--- src/dcdp_pkg.sv ---
// shared constants and types of the converter channel data path
package dcdp_pkg;
	localparam int DCDP_NCH      = 16;
	localparam int DCDP_GRP_CH   = 8;
	localparam int DCDP_CH_AW    = 4;
	localparam int DCDP_MAXW     = 16;
	localparam int DCDP_SHIFT_W  = 14;
	localparam int DCDP_CTRL_W   = 5;
	localparam int DCDP_MON_W    = 6;
	localparam int DCDP_GPIO_W   = 2;
	// bank choice position inside control_bits
	localparam int DCDP_CTRL_BANK = 0;

	// reset values, high-resolution variant
	localparam logic [15:0] DCDP_RST_IN_16   = 16'h8000;
	localparam logic [15:0] DCDP_RST_GAIN_16 = 16'hFFFF;
	localparam logic [15:0] DCDP_RST_OFS_16  = 16'h8000;
	// reset values, reduced-resolution variant
	localparam logic [15:0] DCDP_RST_IN_14   = 16'h2000;
	localparam logic [15:0] DCDP_RST_GAIN_14 = 16'h3FFF;
	localparam logic [15:0] DCDP_RST_OFS_14  = 16'h2000;
	localparam logic [13:0] DCDP_RST_SHIFT   = 14'h2000;
	localparam logic [4:0]  DCDP_RST_CTRL    = 5'h00;
	localparam logic [5:0]  DCDP_RST_MON     = 6'h00;
	localparam logic [1:0]  DCDP_RST_GPIO    = 2'h0;
	localparam logic [7:0]  DCDP_RST_SEL     = 8'h00;

	// per-channel word kinds inside the channel store
	typedef enum logic [1:0] {
		DCDP_W_FIRST,
		DCDP_W_SECOND,
		DCDP_W_GAIN,
		DCDP_W_OFFSET
	} dcdp_word_t;

	// targets of a host write or read
	typedef enum logic [3:0] {
		DCDP_T_DATA,
		DCDP_T_GAIN,
		DCDP_T_OFFSET,
		DCDP_T_SHIFT0,
		DCDP_T_SHIFT1,
		DCDP_T_CTRL,
		DCDP_T_MON,
		DCDP_T_GPIO,
		DCDP_T_SEL0,
		DCDP_T_SEL1,
		DCDP_T_DATA_B
	} dcdp_target_t;

	typedef enum logic [1:0] {
		DCDP_S_IDLE,
		DCDP_S_FETCH,
		DCDP_S_CALC
	} dcdp_state_t;
endpackage

--- src/dcdp_chan_store.sv ---
// per-channel input, gain and offset word storage with registered reads
`timescale 1ns/1ps
`default_nettype none
module dcdp_chan_store #(
	parameter int W   = 16,
	parameter int NCH = 16,
	parameter int AW  = 4,
	parameter logic [W-1:0] RST_IN   = '0,
	parameter logic [W-1:0] RST_GAIN = '0,
	parameter logic [W-1:0] RST_OFS  = '0
) (
	// clock and reset
	input  wire logic                  clk_sys,
	input  wire logic                  sys_rst,
	// write port
	input  wire logic                  wr_en,
	input  wire dcdp_pkg::dcdp_word_t  wr_word,
	input  wire logic [AW-1:0]         wr_chan,
	input  wire logic [W-1:0]          wr_data,
	// calculation read port, all words of one channel
	input  wire logic [AW-1:0]         calc_chan,
	output logic      [W-1:0]          calc_first_r,
	output logic      [W-1:0]          calc_second_r,
	output logic      [W-1:0]          calc_gain_r,
	output logic      [W-1:0]          calc_offset_r,
	// host read port
	input  wire logic [AW-1:0]         host_chan,
	input  wire dcdp_pkg::dcdp_word_t  host_word,
	output logic      [W-1:0]          host_data_r
);
	import dcdp_pkg::*;

	logic [W-1:0] first_r  [NCH];
	logic [W-1:0] second_r [NCH];
	logic [W-1:0] gain_r   [NCH];
	logic [W-1:0] offset_r [NCH];
	logic [W-1:0] host_sel;

	initial begin
		if (NCH > (1 << AW)) $error("channel count exceeds address width");
	end

	assign host_sel = (host_word == DCDP_W_FIRST)  ? first_r[host_chan]  :
	                  (host_word == DCDP_W_SECOND) ? second_r[host_chan] :
	                  (host_word == DCDP_W_GAIN)   ? gain_r[host_chan]   : offset_r[host_chan];

	always_ff @(posedge clk_sys) begin
		if (sys_rst) begin
			for (int i = 0; i < NCH; i++) begin
				first_r[i]  <= RST_IN;
				second_r[i] <= RST_IN;
				gain_r[i]   <= RST_GAIN;
				offset_r[i] <= RST_OFS;
			end
		end else if (wr_en) begin
			unique case (wr_word)
				DCDP_W_FIRST:  first_r[wr_chan]  <= wr_data;
				DCDP_W_SECOND: second_r[wr_chan] <= wr_data;
				DCDP_W_GAIN:   gain_r[wr_chan]   <= wr_data;
				DCDP_W_OFFSET: offset_r[wr_chan] <= wr_data;
			endcase
		end
	end

	always_ff @(posedge clk_sys) begin
		if (sys_rst) begin
			calc_first_r  <= RST_IN;
			calc_second_r <= RST_IN;
			calc_gain_r   <= RST_GAIN;
			calc_offset_r <= RST_OFS;
			host_data_r   <= '0;
		end else begin
			calc_first_r  <= first_r[calc_chan];
			calc_second_r <= second_r[calc_chan];
			calc_gain_r   <= gain_r[calc_chan];
			calc_offset_r <= offset_r[calc_chan];
			host_data_r   <= host_sel;
		end
	end
endmodule
`default_nettype wire

--- src/dcdp_data_path.sv ---
// converter channel data path: storage, shared calibration, selection and load
//
// Overview of operation
// [RL1] sixteen channels in two groups of eight
// [RL2] channel words are 16 or 14 bits
// [RL3] seven data words held per channel
// [RL4] calibrated words hidden from host access
// [RL5] converter register loads only calibrated words
// [RL6] two 14-bit group shift registers
// [RL7] 5-bit control, 6-bit monitor, 2-bit pin setup
// [RL8] 16-bit reset: 0x8000 inputs/offset, 0xFFFF gain
// [RL9] 14-bit reset values; control, selects reset zero
// [RL10] data write targets word by bank bit
// [RL11] bank bit is global for all channels
// [RL12] calibrated word from matching input word
// [RL13] one shared multiplier-adder, channels in turn
// [RL14] first calibrated word recomputed on its writes
// [RL15] second calibrated word recomputed on its writes
// [RL16] per-group select bit picks calibrated word
// [RL17] global command sets all select bits
// [RL18] load low updates all converter registers
// [RL19] code = in*(gain+1)/2^W + offset - 2^(W-1)
// [RL20] host keeps result within code range
// [RL21] out-of-range result clamped to range end
// [RL22] while load low, registers follow recalculation
`timescale 1ns/1ps
`default_nettype none
module dcdp_data_path #(
	parameter int W = 16
) (
	// clock and reset
	input  wire logic                         clk_sys,
	input  wire logic                         sys_rst,
	// register write from the serial port decoder
	input  wire logic                         wr_valid,
	input  wire dcdp_pkg::dcdp_target_t       wr_target,
	input  wire logic [dcdp_pkg::DCDP_CH_AW-1:0] wr_chan,
	input  wire logic [W-1:0]                 wr_data,
	// register readback
	input  wire logic                         rd_valid,
	input  wire dcdp_pkg::dcdp_target_t       rd_target,
	input  wire logic [dcdp_pkg::DCDP_CH_AW-1:0] rd_chan,
	output logic      [W-1:0]                 rd_data_r,
	output logic                              rd_ack_r,
	// global select command
	input  wire logic                         sel_all_valid,
	input  wire logic                         sel_all_value,
	// load pin, asynchronous
	input  wire logic                         load_outputs_n,
	// converter codes and group settings
	output logic [dcdp_pkg::DCDP_NCH*W-1:0]   dac_code_r,
	output logic [dcdp_pkg::DCDP_SHIFT_W-1:0] group_zero_shift_r,
	output logic [dcdp_pkg::DCDP_SHIFT_W-1:0] group_one_shift_r,
	output logic [dcdp_pkg::DCDP_CTRL_W-1:0]  control_bits_r,
	output logic [dcdp_pkg::DCDP_MON_W-1:0]   monitor_setup_r,
	output logic [dcdp_pkg::DCDP_GPIO_W-1:0]  gpio_setup_r,
	output logic                              calc_busy_r
);
	import dcdp_pkg::*;

	localparam int NCH = DCDP_NCH;
	localparam int PW  = 2 * W + 1;
	localparam int SW  = W + 3;
	// [RL8] [RL9] reset words follow the resolution
	localparam logic [W-1:0] RST_IN   = (W == 16) ? DCDP_RST_IN_16[W-1:0]   : DCDP_RST_IN_14[W-1:0];
	localparam logic [W-1:0] RST_GAIN = (W == 16) ? DCDP_RST_GAIN_16[W-1:0] : DCDP_RST_GAIN_14[W-1:0];
	localparam logic [W-1:0] RST_OFS  = (W == 16) ? DCDP_RST_OFS_16[W-1:0]  : DCDP_RST_OFS_14[W-1:0];
	localparam logic signed [SW-1:0] HALF   = SW'(1) <<< (W - 1);
	localparam logic signed [SW-1:0] TOPVAL = (SW'(1) <<< W) - SW'(1);
	localparam logic [W:0] ONE_W1 = (W + 1)'(1);

	// [RL2] only the two documented resolutions
	initial begin
		if (W != 16 && W != 14) $error("resolution must be 16 or 14");
		if (NCH != 2 * DCDP_GRP_CH) $error("channel count must be two groups");
		if (NCH > (1 << DCDP_CH_AW)) $error("channel address too narrow");
	end

	// load pin synchroniser
	// only the second flop is read; the first may be metastable
	logic load_s1_r;
	logic load_s2_r;
	always_ff @(posedge clk_sys) begin
		if (sys_rst) begin
			load_s1_r <= 1'b1;
			load_s2_r <= 1'b1;
		end else begin
			load_s1_r <= load_outputs_n;
			load_s2_r <= load_s1_r;
		end
	end

	// [RL10] [RL11] global bank bit steers data writes
	wire        bank_bit   = control_bits_r[DCDP_CTRL_BANK];
	wire        wr_data_t  = wr_valid && (wr_target == DCDP_T_DATA);
	wire        wr_gain_t  = wr_valid && (wr_target == DCDP_T_GAIN);
	wire        wr_ofs_t   = wr_valid && (wr_target == DCDP_T_OFFSET);
	wire        store_wr   = wr_data_t || wr_gain_t || wr_ofs_t;
	dcdp_word_t store_word;
	assign store_word = wr_gain_t ? DCDP_W_GAIN :
	                    wr_ofs_t  ? DCDP_W_OFFSET :
	                    bank_bit  ? DCDP_W_SECOND : DCDP_W_FIRST;

	// host read word mapping; data readback follows the bank bit too
	dcdp_word_t host_word;
	assign host_word = (rd_target == DCDP_T_GAIN)   ? DCDP_W_GAIN :
	                   (rd_target == DCDP_T_OFFSET) ? DCDP_W_OFFSET :
	                   (rd_target == DCDP_T_DATA_B) ? DCDP_W_SECOND :
	                   bank_bit                     ? DCDP_W_SECOND : DCDP_W_FIRST;

	// [RL14] [RL15] write marks the affected calibrated word stale
	wire [NCH-1:0] chan_hot    = store_wr ? (NCH'(1) << wr_chan) : '0;
	wire [NCH-1:0] set_first   = bank_bit ? '0 : chan_hot;
	wire [NCH-1:0] set_second  = bank_bit ? chan_hot : '0;

	// [RL13] single calculation slot picks lowest pending job
	// a job reads its words at fetch time, so a queued job sees later writes
	dcdp_state_t               state_r;
	logic [NCH-1:0]            pend_first_r;
	logic [NCH-1:0]            pend_second_r;
	logic [DCDP_CH_AW-1:0]     job_chan_r;
	logic                      job_bank_r;
	logic [DCDP_CH_AW-1:0]     pick_chan;
	logic                      pick_bank;
	logic                      pick_any;
	always_comb begin
		pick_chan = '0;
		pick_bank = 1'b0;
		pick_any  = 1'b0;
		for (int i = NCH - 1; i >= 0; i--) begin
			if (pend_second_r[i]) begin
				pick_chan = DCDP_CH_AW'(i);
				pick_bank = 1'b1;
				pick_any  = 1'b1;
			end
			if (pend_first_r[i]) begin
				pick_chan = DCDP_CH_AW'(i);
				pick_bank = 1'b0;
				pick_any  = 1'b1;
			end
		end
	end
	// lowest channel wins; within it the first word goes first
	wire           take_job    = (state_r == DCDP_S_IDLE) && pick_any;
	wire [NCH-1:0] clr_hot     = take_job ? (NCH'(1) << pick_chan) : '0;
	wire [NCH-1:0] clr_first   = pick_bank ? '0 : clr_hot;
	wire [NCH-1:0] clr_second  = pick_bank ? clr_hot : '0;

	logic [W-1:0] c_first;
	logic [W-1:0] c_second;
	logic [W-1:0] c_gain;
	logic [W-1:0] c_offset;

	// [RL3] input, gain and offset words live in the store
	dcdp_chan_store #(
		.W        (W),
		.NCH      (NCH),
		.AW       (DCDP_CH_AW),
		.RST_IN   (RST_IN),
		.RST_GAIN (RST_GAIN),
		.RST_OFS  (RST_OFS)
	) u_store (
		.clk_sys       (clk_sys),
		.sys_rst       (sys_rst),
		.wr_en         (store_wr),
		.wr_word       (store_word),
		.wr_chan       (wr_chan),
		.wr_data       (wr_data),
		.calc_chan     (job_chan_r),
		.calc_first_r  (c_first),
		.calc_second_r (c_second),
		.calc_gain_r   (c_gain),
		.calc_offset_r (c_offset),
		.host_chan     (rd_chan),
		.host_word     (host_word),
		.host_data_r   (rd_data_r)
	);

	// [RL12] [RL19] multiply by gain+1, scale, add offset, remove half
	wire [W-1:0]          c_in    = job_bank_r ? c_second : c_first;
	wire [PW-1:0]         prod    = PW'(c_in) * PW'({1'b0, c_gain} + ONE_W1);
	wire signed [SW-1:0]  sum     = $signed({2'b00, prod[2*W:W]}) + $signed({3'b000, c_offset}) - HALF;
	// [RL21] clamp to code range
	wire                  under   = (sum < 0);
	wire                  over    = (sum > TOPVAL);
	wire [W-1:0]          clamped = under ? '0 : over ? TOPVAL[W-1:0] : sum[W-1:0];

	// [RL4] calibrated words have no host path
	logic [W-1:0] cal_first_r  [NCH];
	logic [W-1:0] cal_second_r [NCH];
	wire          calc_done = (state_r == DCDP_S_CALC);

	always_ff @(posedge clk_sys) begin
		if (sys_rst) begin
			state_r    <= DCDP_S_IDLE;
			job_chan_r <= '0;
			job_bank_r <= 1'b0;
		end else begin
			unique case (state_r)
				DCDP_S_IDLE: begin
					if (pick_any) begin
						job_chan_r <= pick_chan;
						job_bank_r <= pick_bank;
						state_r    <= DCDP_S_FETCH;
					end
				end
				DCDP_S_FETCH: state_r <= DCDP_S_CALC;
				DCDP_S_CALC:  state_r <= DCDP_S_IDLE;
			endcase
		end
	end

	// a fresh write in the clearing cycle keeps its job pending
	always_ff @(posedge clk_sys) begin
		if (sys_rst) begin
			pend_first_r  <= '0;
			pend_second_r <= '0;
			calc_busy_r   <= 1'b0;
		end else begin
			pend_first_r  <= (pend_first_r & ~clr_first) | set_first;
			pend_second_r <= (pend_second_r & ~clr_second) | set_second;
			// busy covers the write cycle, so a poll right after a write sees it
			calc_busy_r   <= (state_r != DCDP_S_IDLE) || pick_any || store_wr;
		end
	end

	// calibrated words start at the input reset word
	always_ff @(posedge clk_sys) begin
		if (sys_rst) begin
			for (int i = 0; i < NCH; i++) begin
				cal_first_r[i]  <= RST_IN;
				cal_second_r[i] <= RST_IN;
			end
		end else if (calc_done) begin
			if (job_bank_r) begin
				cal_second_r[job_chan_r] <= clamped;
			end else begin
				cal_first_r[job_chan_r] <= clamped;
			end
		end
	end

	// [RL6] [RL7] [RL9] group, control and setup registers
	logic [DCDP_GRP_CH-1:0] sel0_r;
	logic [DCDP_GRP_CH-1:0] sel1_r;
	wire [DCDP_GRP_CH-1:0]  sel_fill = {DCDP_GRP_CH{sel_all_value}};
	always_ff @(posedge clk_sys) begin
		if (sys_rst) begin
			group_zero_shift_r <= DCDP_RST_SHIFT;
			group_one_shift_r  <= DCDP_RST_SHIFT;
			control_bits_r     <= DCDP_RST_CTRL;
			monitor_setup_r    <= DCDP_RST_MON;
			gpio_setup_r       <= DCDP_RST_GPIO;
			sel0_r             <= DCDP_RST_SEL;
			sel1_r             <= DCDP_RST_SEL;
		end else begin
			if (wr_valid && wr_target == DCDP_T_SHIFT0) group_zero_shift_r <= wr_data[DCDP_SHIFT_W-1:0];
			if (wr_valid && wr_target == DCDP_T_SHIFT1) group_one_shift_r  <= wr_data[DCDP_SHIFT_W-1:0];
			if (wr_valid && wr_target == DCDP_T_CTRL)   control_bits_r     <= wr_data[DCDP_CTRL_W-1:0];
			if (wr_valid && wr_target == DCDP_T_MON)    monitor_setup_r    <= wr_data[DCDP_MON_W-1:0];
			if (wr_valid && wr_target == DCDP_T_GPIO)   gpio_setup_r       <= wr_data[DCDP_GPIO_W-1:0];
			// [RL17] global fill overrides a same-cycle select write
			if (sel_all_valid) begin
				sel0_r <= sel_fill;
				sel1_r <= sel_fill;
			end else begin
				if (wr_valid && wr_target == DCDP_T_SEL0) sel0_r <= wr_data[DCDP_GRP_CH-1:0];
				if (wr_valid && wr_target == DCDP_T_SEL1) sel1_r <= wr_data[DCDP_GRP_CH-1:0];
			end
		end
	end

	// acknowledge lines up with the registered store read data
	always_ff @(posedge clk_sys) begin
		if (sys_rst) begin
			rd_ack_r <= 1'b0;
		end else begin
			rd_ack_r <= rd_valid;
		end
	end

	// [RL1] [RL16] group select bit n drives channel n of the group
	wire [2*DCDP_GRP_CH-1:0] sel_all = {sel1_r, sel0_r};
	logic [W-1:0] routed [NCH];
	for (genvar gi = 0; gi < NCH; gi++) begin : g_route
		assign routed[gi] = sel_all[gi] ? cal_second_r[gi] : cal_first_r[gi];
	end
	logic load_now;
	assign load_now = ~load_s2_r;
	// [RL5] [RL18] [RL22] all converter registers load while pin low
	always_ff @(posedge clk_sys) begin
		if (sys_rst) begin
			for (int i = 0; i < NCH; i++) begin
				dac_code_r[i*W +: W] <= RST_IN;
			end
		end else if (load_now) begin
			for (int i = 0; i < NCH; i++) begin
				dac_code_r[i*W +: W] <= routed[i];
			end
		end
	end
endmodule
`default_nettype wire

--- config.mk ---
export PLATFORM = sky130hd
export DESIGN_NAME = dcdp_data_path
export DESIGN_NICKNAME = d
export VERILOG_FILES = /design/src/dcdp_pkg.sv /design/src/dcdp_chan_store.sv /design/src/dcdp_data_path.sv
export SDC_FILE = /design/constraint.sdc
export NUM_CORES = 2
export LEC_CHECK = 0
export BUFFER_PORTS_ARGS = -buffer_cell sky130_fd_sc_hd__buf_4
export CAP_MARGIN = 10
export CORE_ASPECT_RATIO = 1.4
export CORE_MARGIN = 1
export CORE_UTILIZATION = 35
export DETAILED_ROUTE_END_ITERATION = 10
export PLACE_DENSITY = 0.54
export SLEW_MARGIN = 5
export SYNTH_ARGS = -nofsm -noshare
export SYNTH_HDL_FRONTEND = slang
export SYNTH_HIERARCHICAL = 1
export SYNTH_SLANG_ARGS = --single-unit
--- constraint.sdc ---
create_clock -name clk_sys -period 9.5 [get_ports clk_sys]
set_clock_uncertainty 0.15 [all_clocks]
set_input_delay 2.85 -clock clk_sys [delete_from_list [all_inputs] [get_ports clk_sys]]
set_output_delay 2.85 -clock clk_sys [all_outputs]
set_load 0.02 [all_outputs]
Yosys cells after proc, flatten, opt, wreduce, memory -nomap -nowiden:

Memories as Yosys holds them, arrays and structs flattened. A register that Yosys moved wholly into a read port is not among the register bits.
Index checks and enable logic that the tools add are counted.
W data, S select, Z words.

* register bits: 372
* bits in writable memories: 1536
* input port bits: 39
* output and inout bits: 315
* word-level logic and storage cells: 266
* memories kept: 6

Memories
* cal_first_r: words 16, width 16, read ports 16, clocked after Yosys merged registers in 0, wr ports 16, RTL line dcdp_data_path.sv:189 `logic [W-1:0] cal_first_r [NCH];`
* cal_second_r: words 16, width 16, read ports 16, clocked after Yosys merged registers in 0, wr ports 16, RTL line dcdp_data_path.sv:190 `logic [W-1:0] cal_second_r [NCH];`
* u_store.first_r: words 16, width 16, read ports 2, clocked after Yosys merged registers in 1, wr ports 16, RTL line dcdp_chan_store.sv:33 `logic [W-1:0] first_r [NCH];`
* u_store.gain_r: words 16, width 16, read ports 2, clocked after Yosys merged registers in 1, wr ports 16, RTL line dcdp_chan_store.sv:35 `logic [W-1:0] gain_r [NCH];`
* u_store.offset_r: words 16, width 16, read ports 2, clocked after Yosys merged registers in 1, wr ports 16, RTL line dcdp_chan_store.sv:36 `logic [W-1:0] offset_r [NCH];`
* u_store.second_r: words 16, width 16, read ports 2, clocked after Yosys merged registers in 1, wr ports 16, RTL line dcdp_chan_store.sv:34 `logic [W-1:0] second_r [NCH];`

* add/sub/neg operators: 3
* multiply operators: 1
* magnitude comparators: 2
* equality and inequality tests: 20
* shift operators: 2
* multiplexer cells: 179
* bitwise operators: 6
* reduce and logical (&&, ||, !) cells: 29

Operators with widths (number)
* $mux W16: 34
* $mux W4: 38
* $mux W1: 97
* $reduce_or A16 Y1: 6
* $mul A16 B17 Y33: 1
* $and A16 B16 Y16: 2
* $mux W8: 4
* $not A16 Y16: 2
* $or A16 B16 Y16: 2
* $shl A1 B4 Y16 const A: 2
* $gt A19 B17 Y1 const B: 1
* $lt A19 B1 Y1 const B: 1
* $sub A18 B16 Y19 const B: 1
* $add A17 B16 Y18: 1
* $add A16 B1 Y17 const B: 1
* $eq A4 B3 Y1 const B: 4
* $eq A4 B2 Y1 const B: 3
* $eq A4 B4 Y1 const B: 3
* $logic_and A1 B1 Y1: 11
* $mux W2: 5
* $eq A2 B2 Y1 const B: 4
* $eq A4 B1 Y1 const B: 2
* $eq A2 B1 Y1 const B: 3
* $logic_not A2 Y1: 3
* other kinds (6): 11

Longest topological paths before layout:

* word-level depth: 38
* depth in mapped cells: 40

By module:

The synthesis kept the hierarchy.

Modules (own cells, without submodules)
* dcdp_chan_store: times used 1, cells an instance 3605, area an instance 56803.2 um2
* dcdp_data_path: times used 1, cells an instance 4319, area an instance 44063.5 um2

Least setup slack after synthesis:

No wires, ideal clock.

* path type: reg-to-reg
* start: register u_store.calc_gain_r[0], read port of u_store.gain_r
* end: memory cal_first_r[0][12], data pin
* arrival: 9614 ps
* path slack: -529 ps
* cell stages (with the launch flop): 40
* path buffers: 3
* period minus slack after synthesis: 10029 ps
* cells stage by stage: dfxtp_1 -> ha_1 -> nand3_1 -> inv_1 -> nand3_1 -> nor2_1 -> and3_1 -> xor2_1 -> clkbuf_1 -> nand2_1 -> fa_1 -> fa_1 -> inv_1 -> fa_1 -> fa_1 -> fa_1 -> inv_1 -> fa_1 -> [... 4 more ...] -> and3_1 -> a221oi_1 -> nand2_1 -> a21o_1 -> a21oi_1 -> xnor2_1 -> ha_1 -> ha_1 -> or3_1 -> a211oi_1 -> nor3_1 -> a22o_1 -> a31o_2 -> a31o_2 -> buf_6 -> a211oi_4 -> buf_2 -> nor2_1

RTL lines
* start: declaration: RTL line dcdp_chan_store.sv:24 `output logic [W-1:0] calc_gain_r,`
* end: declaration: RTL line dcdp_data_path.sv:189

==> out/metrics.cfg <==
[status]
status = finished clean

[detailed_routing]
drt-total-wl_um = 344000
wl_met1_um = 127000
drt_iter0_drc = 6380
via_count = 67472
routed.top_layer = met5
drt-wirelength-per-cell_um = 28.1
viasPerCell = 5.51
wl_met3_um = 19900
drc = 0
dr.pass1.iters = 6
ant_nets = 0
route.met2.wl_um = 174000

[global_routing]
grt_usage_pct = 22.8
grt_pass1_wl_um = 485000
grt_pass1_vias = 67526
antenna_found_initial = 21
grt_max_degree = 200
grt-ovfl-total = 0

[sta]
setup_viol = 0
layout_setup_ws_ps = 48.9
drv_slew = 0
fmax_mhz = 106
post-route-period-util_pct = 99.5
hold_viol_final = 0
worst_pin_slew_ps = 1300
setup_tns_ps = 0
period_needed_ps = 9450
relSlewSlack_pct = 10.9
rsz0062_at_grt = true

[logic_synthesis]
synth_top_family_by_area = multiplexers
synth.avg_cell_area_um2 = 12.7
async_reset_ff_share_pct = 0
synth_top_area_share_pct = 45.7
synth.largest_area_cell = edfxtp_1
synth_cell_types = 79
netlist_instances = 7924
synthMostInstantiatedCell = edfxtp_1
synth-compound-area-share_pct = 4.29
synth_xor_xnor_area_share_pct = 0.460
synth_fp_nets = 8311
synth_flop_cell = edfxtp_1
yosys_warnings = 6
synth_area_um2 = 101000
synthMuxAreaShare_pct = 16.8
yosys.area_share.adder_pct = 5.86
synth_edf_count = 1536
yosys-top-cells-area = edfxtp_1 (46%), mux4_2 (13%), dfxtp_1 (8.7%)
synth-simple-area-share_pct = 14.4
netlist_top_cells_count = edfxtp_1 (1,536), nor2_1 (1,270), and2_1 (749), mux4_2 (564), clkbuf_1 (485)
ys_seq_area_share_pct = 54.4
synth-seq-cells = 1972

[cts]
holdBufCountCts = 0
clock_latency_ps = 910
cts_tree = yes
clock-sinks = 1972
root_buffer = clkbuf_16
clk_path_buf_depth = 4
cts_made_buffers = 209
h-tree-depth = 4
cts.reportedPaths.clkPinSlew_ps = 70

[finish]
final_core_util_pct = 41.4
final.fill_count = 26263
ff_latch_area_um2 = 54900
drive_above_1_share_pct = 24.5
area_delta_synth_final_pct = 17.4
multi_input_area_um2 = 43400
nets = 8706

[die]
pin_count = 354
rows = 232
die-area_um2 = 290000
die_h_um = 637
start_util_pct = 35.3
die_w_um = 456
fp.coreArea_um2 = 286000

[critical_path]
cp.arrival_ps = 9890
cp-start-kind = register
cp_common_cell = fa_1
crit_buf_inv = 10
required_ps = 9930
crit_family = adder cells
path_max_fanout = 9
worst_path_max_delay_cell = fa_1
r2r_start = u_store/calc_gain_r[7]$_SDFF_PP1_
worstSetupPathType = register to register
setup.worst_path.start = u_store/calc_gain_r[7]$_SDFF_PP1_
cp-end-kind = register
rrSetupSlack_ps = 50
critPathMaxStageDelay_ps = 570

[placed_design]
gp_congestion = 0.904
hpwl_um = 226000
dp_slack_ps = -519
portBuffers = 353

[min_path]
worstHoldStart = load_s1_r$_SDFF_PP1_
hold_class = register to register

[run]
maxCapViolations = 0

[metrics by stage]
step	cell area (µm²)	instances	hold WS [ps]
finish	118000	12247	274
global route	118000	12244	290
CTS	117000	12181	276
detailed placement	110000	11787	256
global placement	110000	11787	244
floorplan	101000	7924	239
[path summary, 6_finish.rpt]
check / cells past startpoint / endpoint
max: 39 / cal_first_r[13][14]$_SDFFCE_PN0P_
min: 1 / load_s2_r$_SDFF_PP1_
max reg2reg: 39 / cal_first_r[13][14]$_SDFFCE_PN0P_
min reg2reg: 1 / load_s2_r$_SDFF_PP1_
[layout by cell type, fill, tap and decap left out, types with 19 or more instances in the layout]
| cell type | netlist | layout |
|---|---|---|
| o21ai_1 | 31 | 64 |
| a21oi_1 | 347 | 344 |
| o21ai_0 | 87 | 49 |
| mux4_2 | 564 | 564 |
| clkbuf_1 | 485 | 49 |
| buf_4 | 34 | 730 |
| or2_2 | 56 | 56 |
| nor2_2 | 0 | 57 |
| clkbuf_16 | 0 | 232 |
| nor2b_1 | 72 | 71 |
| nand3_1 | 39 | 35 |
| nand2_1 | 355 | 346 |
| clkinv_1 | 1 | 30 |
| nand2b_1 | 21 | 21 |
| inv_1 | 264 | 258 |
| mux4_1 | 20 | 20 |
| mux2_2 | 42 | 42 |
| buf_12 | 0 | 71 |
| nor2_4 | 0 | 73 |
| clkinv_2 | 0 | 45 |
| nor2_1 | 1270 | 1140 |
| buf_6 | 15 | 28 |
| xnor2_1 | 31 | 25 |
| and2_1 | 749 | 746 |
| or2_1 | 19 | 19 |
| ha_1 | 140 | 133 |
| dfxtp_1 | 436 | 426 |
| a22oi_1 | 35 | 35 |
| edfxtp_1 | 1536 | 1536 |
| mux2i_1 | 321 | 321 |
| fa_1 | 208 | 198 |
| or3_1 | 313 | 312 |
[cell families (layout without fill, tap and decap cells)]
kind of cell | after synthesis | after routing
and+or+nand+nor | 2972 | 2972
DFF | 1972 | 1972
muxes | 947 | 947
buffers and inverters | 938 | 1499
AOI/OAI and AO/OA | 694 | 694
adders and majority gates | 348 | 348
xor gates and xnor gates | 53 | 53
other | 0 | 18
[per-layer routing]
metal / track usage (%) / vias up
met5: 0 / -
met4: 12.7 / 6
met3: 2.88 / 781
met2: 40.2 / 2725
met1: 26.9 / 34686
li1: - / 29274
[layout make-up]
cell class	instances	area share, %
inverter	267	0.848
clock inverter	94	0.573
clock buffer	283	4.92
antenna	18	0.0380
tap	3744	3.96
sequential	1972	46.4
multi-input combinational	5014	36.7
timing repair buffer	855	6.61
[flip-flops by register name (all words and copies together), names as in the netlist, 8 cells and up]
| name | count |
|---|---|
| u_store/calc_second_r | 16 |
| group_one_shift_r | 14 |
| u_store/first_r | 256 |
| group_zero_shift_r | 14 |
| sel1_r | 8 |
| pend_first_r | 16 |
| u_store/second_r | 256 |
| cal_second_r | 256 |
| u_store/calc_offset_r | 16 |
| u_store/calc_gain_r | 16 |
| u_store/calc_first_r | 16 |
| u_store/host_data_r | 16 |
| cal_first_r | 256 |
| u_store/offset_r | 256 |
| sel0_r | 8 |
| dac_code_r | 256 |
| u_store/gain_r | 256 |
| pend_second_r | 16 |
[repair_timing]
item | CTS | global route
hold endpoints to repair | 0 | 0
resized for setup | 63 | 246
setup buffers | 13 | 33
setup endpoints to repair | 512 | 512
gates cloned | 4 | 17
pin swaps | 38 | 151
[worst reg2reg max path: cells and delay by family, from the launching register on]
kind                       cells  cell delay, ps
buffers and inverters         10            1370
DFF                            1             350
adders and majority gates      9            3630
AOI/OAI and AO/OA             12            2470
and+or+nand+nor                6             850
xor gates and xnor gates       2             410
Power is not shown: default switching activity piles up to over one toggle a cycle in this logic, so the estimate is an artifact.
